<file path="config.mk">
export PLATFORM = sky130hd
export DESIGN_NAME = subtract_instruction_unit
export DESIGN_NICKNAME = d
export VERILOG_FILES = /design/src/core/sub_unit_pkg.sv /design/src/core/subtract_instruction_unit.sv
export SDC_FILE = /design/constraint.sdc
export NUM_CORES = 1
export LEC_CHECK = 0
export BUFFER_PORTS_ARGS = -buffer_cell sky130_fd_sc_hd__buf_4
export CELL_PAD_IN_SITES_DETAIL_PLACEMENT = 0
export CELL_PAD_IN_SITES_GLOBAL_PLACEMENT = 1
export CORE_UTILIZATION = 50
export CTS_CLUSTER_DIAMETER = 120
export CTS_CLUSTER_SIZE = 30
export DETAILED_ROUTE_END_ITERATION = 12
export PLACE_DENSITY = 0.74
export SYNTH_ARGS = -nofsm -noshare
export SYNTH_HDL_FRONTEND = slang
export SYNTH_SLANG_ARGS = --single-unit
export TNS_END_PERCENT = 30
</file>
<file path="constraint.sdc">
create_clock -name ref_clk -period 12.2 [get_ports ref_clk]
set_input_delay 0.61 -clock ref_clk [delete_from_list [all_inputs] [get_ports ref_clk]]
set_output_delay 0.61 -clock ref_clk [all_outputs]
set_load 0.05 [all_outputs]
</file>
<file path="src/core/sub_unit_pkg.sv">
// Summary of operation
// RULE_01: literal subtract decoded when word bits 13..9 are 11110; low byte is literal.
// RULE_02: literal subtract computes literal minus accumulator, result into accumulator.
// RULE_03: file subtract decoded from 000010, destination bit, 7-bit register address.
// RULE_04: destination clear: difference goes to accumulator, file register untouched.
// RULE_05: destination set: difference goes to file register, accumulator untouched.
// RULE_06: carry set when minuend is greater than or equal to subtrahend.
// RULE_07: carry cleared on borrow; wrapped 8-bit difference is stored.
// RULE_08: zero on zero result, half carry on no nibble borrow, one cycle.
package sub_unit_pkg;
	localparam int ADDR_W = 12;
	localparam int INSTR_W = 14;
	localparam int FILE_ADDR_W = 7;
	localparam int FILE_DEPTH = 128;

	localparam logic [ADDR_W-1:0] OFS_INSTR = 12'h000;
	localparam logic [ADDR_W-1:0] OFS_ACC = 12'h004;
	localparam logic [ADDR_W-1:0] OFS_FLAGS = 12'h008;
	localparam logic [ADDR_W-1:0] OFS_FILE_ADDR = 12'h00C;
	localparam logic [ADDR_W-1:0] OFS_FILE_DATA = 12'h010;

	localparam logic [4:0] LIT_OPCODE = 5'h1E;
	localparam logic [5:0] FILE_OPCODE = 6'h02;
	localparam int LIT_OP_LSB = 9;
	localparam int FILE_OP_LSB = 8;
	localparam int DEST_BIT = 7;

	localparam int FLAG_CARRY_BIT = 0;
	localparam int FLAG_HALF_BIT = 1;
	localparam int FLAG_ZERO_BIT = 2;
	localparam int FLAG_UNSUP_BIT = 3;

	localparam logic [7:0] ACC_RESET = 8'h00;
	localparam logic [FILE_ADDR_W-1:0] FILE_ADDR_RESET = 7'h00;
	localparam logic [31:0] BUS_DATA_RESET = 32'h0000_0000;
	localparam logic BUS_STROBE_RESET = 1'b0;

	typedef struct packed {
		logic unsupported;
		logic zero;
		logic half_carry_flag;
		logic carry;
	} flags_t;

	localparam flags_t FLAGS_RESET = 4'h0;

	typedef struct packed {
		logic [7:0] diff;
		flags_t flags;
	} sub_result_t;
endpackage

</file>
<file path="src/core/subtract_instruction_unit.sv">
// The APB slave port and the placing of the registers are this design's own decisions.
`timescale 1ns/10ps
`default_nettype none
module subtract_instruction_unit
	import sub_unit_pkg::*;
(
	input wire logic ref_clk,
	input wire logic reset,
	input wire logic psel,
	input wire logic penable,
	input wire logic pwrite,
	input wire logic [ADDR_W-1:0] paddr,
	input wire logic [31:0] pwdata,
	output logic [31:0] prdata,
	output logic pready,
	output logic pslverr
);

	// minuend minus subtrahend, flags as the core status expects
	function automatic sub_result_t sub_calc(
		input logic [7:0] minuend,
		input logic [7:0] subtrahend
	);
		sub_result_t r;
		logic no_borrow;
		logic no_nibble_borrow;
		// a compare says the same as the inverted borrow out of a subtractor
		no_borrow = (minuend >= subtrahend); // [RULE_06] [RULE_07]
		no_nibble_borrow = (minuend[3:0] >= subtrahend[3:0]); // [RULE_08]
		r.diff = minuend - subtrahend; // [RULE_07]
		r.flags.carry = no_borrow; // [RULE_06] [RULE_07]
		r.flags.half_carry_flag = no_nibble_borrow; // [RULE_08]
		r.flags.zero = (r.diff == 8'h00); // [RULE_08]
		r.flags.unsupported = 1'b0;
		return r;
	endfunction

	// the five word-aligned register offsets 0x000 to 0x010 only; anything else answers with an error
	function automatic logic addr_known(input logic [ADDR_W-1:0] a);
		logic hit;
		case (a)
			OFS_INSTR: hit = 1'b1;
			OFS_ACC: hit = 1'b1;
			OFS_FLAGS: hit = 1'b1;
			OFS_FILE_ADDR: hit = 1'b1;
			OFS_FILE_DATA: hit = 1'b1;
			default: hit = 1'b0;
		endcase
		return hit;
	endfunction

	logic [7:0] file_mem [FILE_DEPTH];

	logic [7:0] acc_reg;
	logic [7:0] acc_next;
	flags_t flags_reg;
	flags_t flags_next;
	logic [FILE_ADDR_W-1:0] file_addr_reg;
	logic [FILE_ADDR_W-1:0] file_addr_next;

	logic [31:0] prdata_reg;
	logic [31:0] prdata_next;
	logic pready_reg;
	logic pready_next;
	logic pslverr_reg;
	logic pslverr_next;

	logic mem_we;
	logic [FILE_ADDR_W-1:0] mem_waddr;
	logic [7:0] mem_wdata;

	logic complete;
	logic wr_done;
	logic [INSTR_W-1:0] instr;
	logic is_literal;
	logic is_file;
	logic dest_file;
	logic [7:0] lit_operand;
	logic [FILE_ADDR_W-1:0] op_addr;
	logic [7:0] file_operand;
	sub_result_t res;

	assign prdata = prdata_reg;
	assign pready = pready_reg;
	assign pslverr = pslverr_reg;

	always_comb begin
		instr = pwdata[INSTR_W-1:0];
		is_literal = (instr[INSTR_W-1:LIT_OP_LSB] == LIT_OPCODE); // [RULE_01]
		is_file = (instr[INSTR_W-1:FILE_OP_LSB] == FILE_OPCODE); // [RULE_03]
		dest_file = instr[DEST_BIT];
		lit_operand = instr[7:0]; // [RULE_01]
		op_addr = instr[FILE_ADDR_W-1:0]; // [RULE_03]
		file_operand = file_mem[op_addr];
		if (is_literal) begin
			res = sub_calc(lit_operand, acc_reg); // [RULE_02]
		end else begin
			res = sub_calc(file_operand, acc_reg); // [RULE_03]
		end
	end

	// pready is registered, so completion uses our own copy of it
	always_comb begin
		complete = psel & penable & pready_reg;
		wr_done = complete & pwrite & addr_known(paddr);
	end

	always_comb begin
		acc_next = acc_reg;
		flags_next = flags_reg;
		file_addr_next = file_addr_reg;
		mem_we = 1'b0;
		mem_waddr = file_addr_reg;
		mem_wdata = pwdata[7:0];

		// writes land only on the edge where the master sees pready
		if (wr_done) begin
			case (paddr)
				OFS_INSTR: begin
					// whole instruction retires on this single edge
					if (is_literal) begin
						acc_next = res.diff; // [RULE_02] [RULE_08]
						flags_next = res.flags;
					end else if (is_file) begin
						flags_next = res.flags;
						if (dest_file) begin
							mem_we = 1'b1; // [RULE_05]
							mem_waddr = op_addr;
							mem_wdata = res.diff;
						end else begin
							acc_next = res.diff; // [RULE_04]
						end
					end else begin
						// other opcodes belong elsewhere in the core; flag and leave state alone
						flags_next.unsupported = 1'b1;
					end
				end
				OFS_ACC: begin
					acc_next = pwdata[7:0];
				end
				OFS_FILE_ADDR: begin
					file_addr_next = pwdata[FILE_ADDR_W-1:0];
				end
				OFS_FILE_DATA: begin
					mem_we = 1'b1;
				end
				OFS_FLAGS: begin
					// status is read-only; the write is dropped with no error
				end
				default: begin
					// unmapped: nothing changes, the error rides on pready
				end
			endcase
		end
	end

	always_ff @(posedge ref_clk) begin
		if (reset) begin
			acc_reg <= ACC_RESET;
			flags_reg <= FLAGS_RESET;
			file_addr_reg <= FILE_ADDR_RESET;
		end else begin
			acc_reg <= acc_next;
			flags_reg <= flags_next;
			file_addr_reg <= file_addr_next;
		end
	end

	// one wait state keeps every bus output straight from a flop
	always_comb begin
		pready_next = psel & penable & ~pready_reg;
		prdata_next = 32'h0000_0000;
		pslverr_next = 1'b0;
		if (pready_next) begin
			pslverr_next = ~addr_known(paddr);
			if (!pwrite) begin
				case (paddr)
					// write-only: the instruction word reads as zero
					OFS_INSTR: begin
						prdata_next = 32'h0000_0000;
					end
					OFS_ACC: begin
						prdata_next = {24'h00_0000, acc_reg};
					end
					OFS_FLAGS: begin
						prdata_next = {28'h000_0000, flags_reg};
					end
					OFS_FILE_ADDR: begin
						prdata_next = {25'h0, file_addr_reg};
					end
					OFS_FILE_DATA: begin
						prdata_next = {24'h00_0000, file_mem[file_addr_reg]};
					end
					// unmapped words read as zero
					default: begin
						prdata_next = 32'h0000_0000;
					end
				endcase
			end
		end
	end

	// bus answer stays quiet until the first access phase after reset
	always_ff @(posedge ref_clk) begin
		if (reset) begin
			prdata_reg <= BUS_DATA_RESET;
			pready_reg <= BUS_STROBE_RESET;
			pslverr_reg <= BUS_STROBE_RESET;
		end else begin
			prdata_reg <= prdata_next;
			pready_reg <= pready_next;
			pslverr_reg <= pslverr_next;
		end
	end

	// data memory is not cleared by reset, like the core's general registers
	always_ff @(posedge ref_clk) begin
		if (mem_we) begin
			file_mem[mem_waddr] <= mem_wdata;
		end
	end

endmodule
`default_nettype wire

</file>
[Word level (Yosys, flattened, before mapping)]
Memories as Yosys holds them, arrays and structs flattened. A register that Yosys moved wholly into a read port is not among the register bits.
Cells that the tools add are included.
Widths: inputs -> output; s select.
Word-level totals
  flip-flop bits (word level): 53
  RAM bits: 1024
  logic and storage cells: 74
  memories kept: 1
  output and inout bits: 34
  input port bits: 49
Operators by class
  reductions and logical operators: 12
  bitwise logic cells: 8
  equality and inequality tests: 8
  order comparisons: 4
  multiplexer cells: 30
  add/subtract/negate cells: 2
Memories
  file_mem: depth 128, bits a word 8, rd ports 2, clocked after Yosys merged registers in 1, wr ports 1, line subtract_instruction_unit.sv:52  | logic [7:0] file_mem [FILE_DEPTH];
Operators by type and width (number)
  $mux 8: 8
  $mux 7: 7
  $pmux 8 s4: 1
  $eq 12x4->1 const B: 2
  $ge 8x8->1: 2
  $logic_not 8->1: 2
  $pmux 8 s2: 1
  $sub 8x8->8: 2
  $eq 12x3->1 const B: 1
  $eq 12x5->1 const B: 1
  $logic_not 12->1: 1
  $mux 12: 1
  $mux 1: 9
  $ge 4x4->1: 2
  $eq 6x2->1 const B: 1
  $ne 3x3->1 const B: 2
  $and 1x1->1: 5
  $eq 5x5->1 const B: 1
  $reduce_or 5->1: 1
  $mux 4: 1
  $reduce_and 2->1: 2
  $reduce_and 4->1: 1
  $reduce_bool 2->1: 2
  $mux 3: 1
  other kinds (5): 7

[Depth between registers and ports, before layout]
An unclocked memory read counts as a cell.
  depth in word-level cells: 9
  depth in mapped cells: 19
  gate-level depth less buffers: 15

[Worst setup path after synthesis]
OpenSTA, ideal clock, no wires.
  path type: input to register
  start point: in pwdata[0]
  end point: mem file_mem[0][5] (data pin)
  setup time: 1.197 ns
  buffers on the path: 4
  setup slack: 1.801 ns
  required time: 11.003 ns
  cell stages on the path: 15
  arrival time: 9.202 ns
  cells stage by stage: clkbuf_1 > buf_2 > buf_2 > buf_2 > mux4_2 > mux4_2 > a22oi_1 > nand4_1 > ha_1 > nor2b_1 > o31a_1 > or3_1 > a22oi_1 > mux2i_1 > o21ai_0
On the way
  cells in the longest elaborated chain, start to end: 8
  elaborated cells between the ends (all ways): 9
  those cells by class: add/sub (2); mux (6); memory (1)
Ends and longest elaborated chain
  start: declaration: line subtract_instruction_unit.sv:13  | input wire logic [31:0] pwdata,
  $mem_v2 128x8
  $sub 8x8->8: line subtract_instruction_unit.sv:30  | r.diff = minuend - subtrahend;
  $mux 12 (*): line subtract_instruction_unit.sv:95  | if (is_literal) begin
  $mux 8 (*): line subtract_instruction_unit.sv:126  | if (dest_file) begin
  $mux 8 (*): line subtract_instruction_unit.sv:124  | end else if (is_file) begin
  $mux 8 (*): line subtract_instruction_unit.sv:121  | if (is_literal) begin
  $mux 8 (*): line subtract_instruction_unit.sv:118  | case (paddr)
  $mux 8 (*): line subtract_instruction_unit.sv:117  | if (wr_done) begin
  named net mem_wdata[5]: line subtract_instruction_unit.sv:70  | logic [7:0] mem_wdata;
  end: declaration: line subtract_instruction_unit.sv:52
Mark *: on every way through the listed nets, which the timed path passes. The rest lies on a longest branch.

[Worst setup path in the final report]
  start point: in pwdata[0]
  end point: mem file_mem[29][5] (data pin)
Same word-level chain as after synthesis.

==> impl_results.md <==
- Worst Tran Pin Value: 1320 ps
- Synth Register Bits: 1060
- Worst-path clk slew: ~120 ps
- R2R depth: 12
- CP Capture Type: flop
- Final hold violations: 0
- Die Wd: roughly 320 um
- EDFF count, synth: ~1.0k
- Largest net degree at the start of global routing: approximately 100
- Worst EP arrival: between 7000 and 8000 ps
- Hold-fix buffers at CTS: 0
- Worst setup path class: input pin to flop
- Max IR drop VDD: between 90 and 100 uV
- RR Endpoint: file_mem[29][5]
- RSZ-0062 raised after global routing: false
- Dominant synthesized flop cell: edfxtp_1
- Most frequent cells in the layout: edfxtp_1, mux4_2, nor2_1
- First-pass GRT wire length: about 210 mm
- Async set-or-reset flop fraction in the synthesized netlist: 0
- Sequential area share after synthesis: 0.620
- Min-Delay Path Depth: 3
- Final nets: between 2k and 3k
- DP HPWL: roughly 100 mm
- Hold Crit Start: penable
- Final Skew: around 43 ps
- Routed WL per cell: between 30 and 40 um
- Syn. warnings: 0
- Total clock sinks: about 1.1k
- Total track usage: 0.297
- Wirelength, routed: roughly 150 mm
- CP Data Required Time: 12460 ps
- DR iter-0 viols: ~3.9k
- Root buf cell: clkbuf_16
- DRT Pass-1 Iters: 5
- Max_cap viols: 0
- Max reg flops: 1024
- Vias in the first global route: between 20k and 30k
- Most common cell after layout, fill and taps aside: edfxtp_1
- Crit share post-route: 0.613
- Setup violations, final: 0
- Worst hold slack: roughly 300 ps
- IO Port Bufs: 40
- CTS resizes: 0
- Residual DRC: 0
- Post-synth cell types: slightly below 80
- Reg2Reg Setup Slack: between 5000 and 6000 ps
- Hold/Removal Path Class: input pin to flop
- Initial antenna violation count: 2
- Power per cell area: about 120 mW/mm^2
- Num ports: 83
- Status: complete, no violations
- Via density: about 7.1
- Max-slew headroom: 0.117
- CTS Buffer Depth: 3
- Die Area: 0.103 mm^2
- Leak: 15.4 nW
- Number of max-slew violations in the final report: 0
- ANT nets after route: 0
- Reg-to-reg startpoint: file_mem[111][1]
- Syn Area/Cell: 18.9 um^2
- Setup TNS: 0 ps
- Post-synthesis cell count: 2688
- Rows: ~120
- Area grow syn2layout: 5.46%
- CTS buffer count: 41
- CP startpoint kind: input pin
- Max FO, Critical Path: 100
- Syn Std Cell Area: just over 0.05 mm^2
- DR vias: 28.3k
- Overflow after GRT: 0
- Layout cells sized above 1: 0.283
- Die Y: roughly 320 um
- DP Worst Slack: about 4400 ps
- Starting Density: 0.506
- Clk Latency, worst-skew pair: around 650 ps
- Worst Hold Endpoint: pready
- Routability cong.: around 0.94
- CTS tree: built
- Core Area: ~0.10 mm^2
- Crit path launch: pwdata[0]
- Buffer count from post-CTS setup fixing: 0
- Final worst-path setup slack: 4720 ps
- Htree depth: 2
- Final Critical Period: 7480 ps
- Layout Utilization: 0.534
- FMAX: 134 MHz
## cells in the mapped netlist, types with 24 or more instances
cell type,instances,area [um^2]
a21oi_1,36,180
a22oi_1,67,503
buf_1,32,120
buf_2,69,345
buf_4,43,323
clkbuf_1,78,293
dfxtp_1,36,721
edfxtp_1,1024,30700
mux2i_1,102,1020
mux4_2,561,12600
nand2_1,62,233
nand2b_1,24,150
nor2_1,179,672
o21ai_0,35,175
## kinds of logic (layout without fill, tap and decap cells)
logic type | Yosys count | count (layout) | synth area share
and+or+nand+nor | 413 | 413 | 0.0407
xor gates and xnor gates | 5 | 5 | 0.000863
buffers and inverters | 244 | 172 | 0.0234
DFF | 1060 | 1060 | 0.620
muxes | 673 | 673 | 0.271
AOI/OAI and AO/OA | 274 | 274 | 0.0386
other | 1 | 25 | 0.0000739
adders and majority gates | 18 | 18 | 0.00473
## worst max-delay path, stage by stage
cell     delay (ps)
buf_8           420
buf_12          620
mux4_2          640
mux4_2          530
a22oi_1         600
nand4_1         470
ha_1            440
nor2b_1         150
o31a_1          290
or3_1           320
a22oi_1         270
mux2i_1         330
o21ai_4         710
buf_4           890
## power by group
part / internal [mW] / switching, mW
clock: 0.665 / 1.11
combinational: 0.153 / 0.281
sequential: 3.98 / 0.000119
## layer usage
metal  track usage  vias up  share of wire
met3        0.0548      220          0.096
li1              -    11255              -
met5             0        -              0
met1         0.417    15223           0.39
met4         0.115        0          0.045
met2         0.466     1633           0.47
## how the worst max path moves through the flow
stage | cells past startpoint | endpoint
after CTS | 14 | file_mem[25][5]
after detailed placement | 14 | file_mem[10][5]
final | 14 | file_mem[29][5]
after floorplan | 15 | file_mem[0][5]
after global routing | 14 | file_mem[28][5]
after global placement | 14 | file_mem[10][5]
## cell type report
class	instances	area [um^2]
Antenna cell	1	2.50
Multi-Input combinational cell	1407	18300
Clock buffer	59	1140
Tap cell	1357	1700
Inverter	18	67.6
Fill cell	7786	46800
Sequential cell	1060	31500
Timing Repair Buffer	92	793
Clock inverter	3	32.5
## per-stage QoR
step                cells  power (mW)  cell area [um^2]
floorplan            2711        4.36             50800
global placement     3934        4.49             52300
detailed placement   3934        4.49             52300
CTS                  3996        6.19             53500
global route         3996        6.32             53500
finish               3997        6.20             53500
Power figures use the tool's default switching activity.
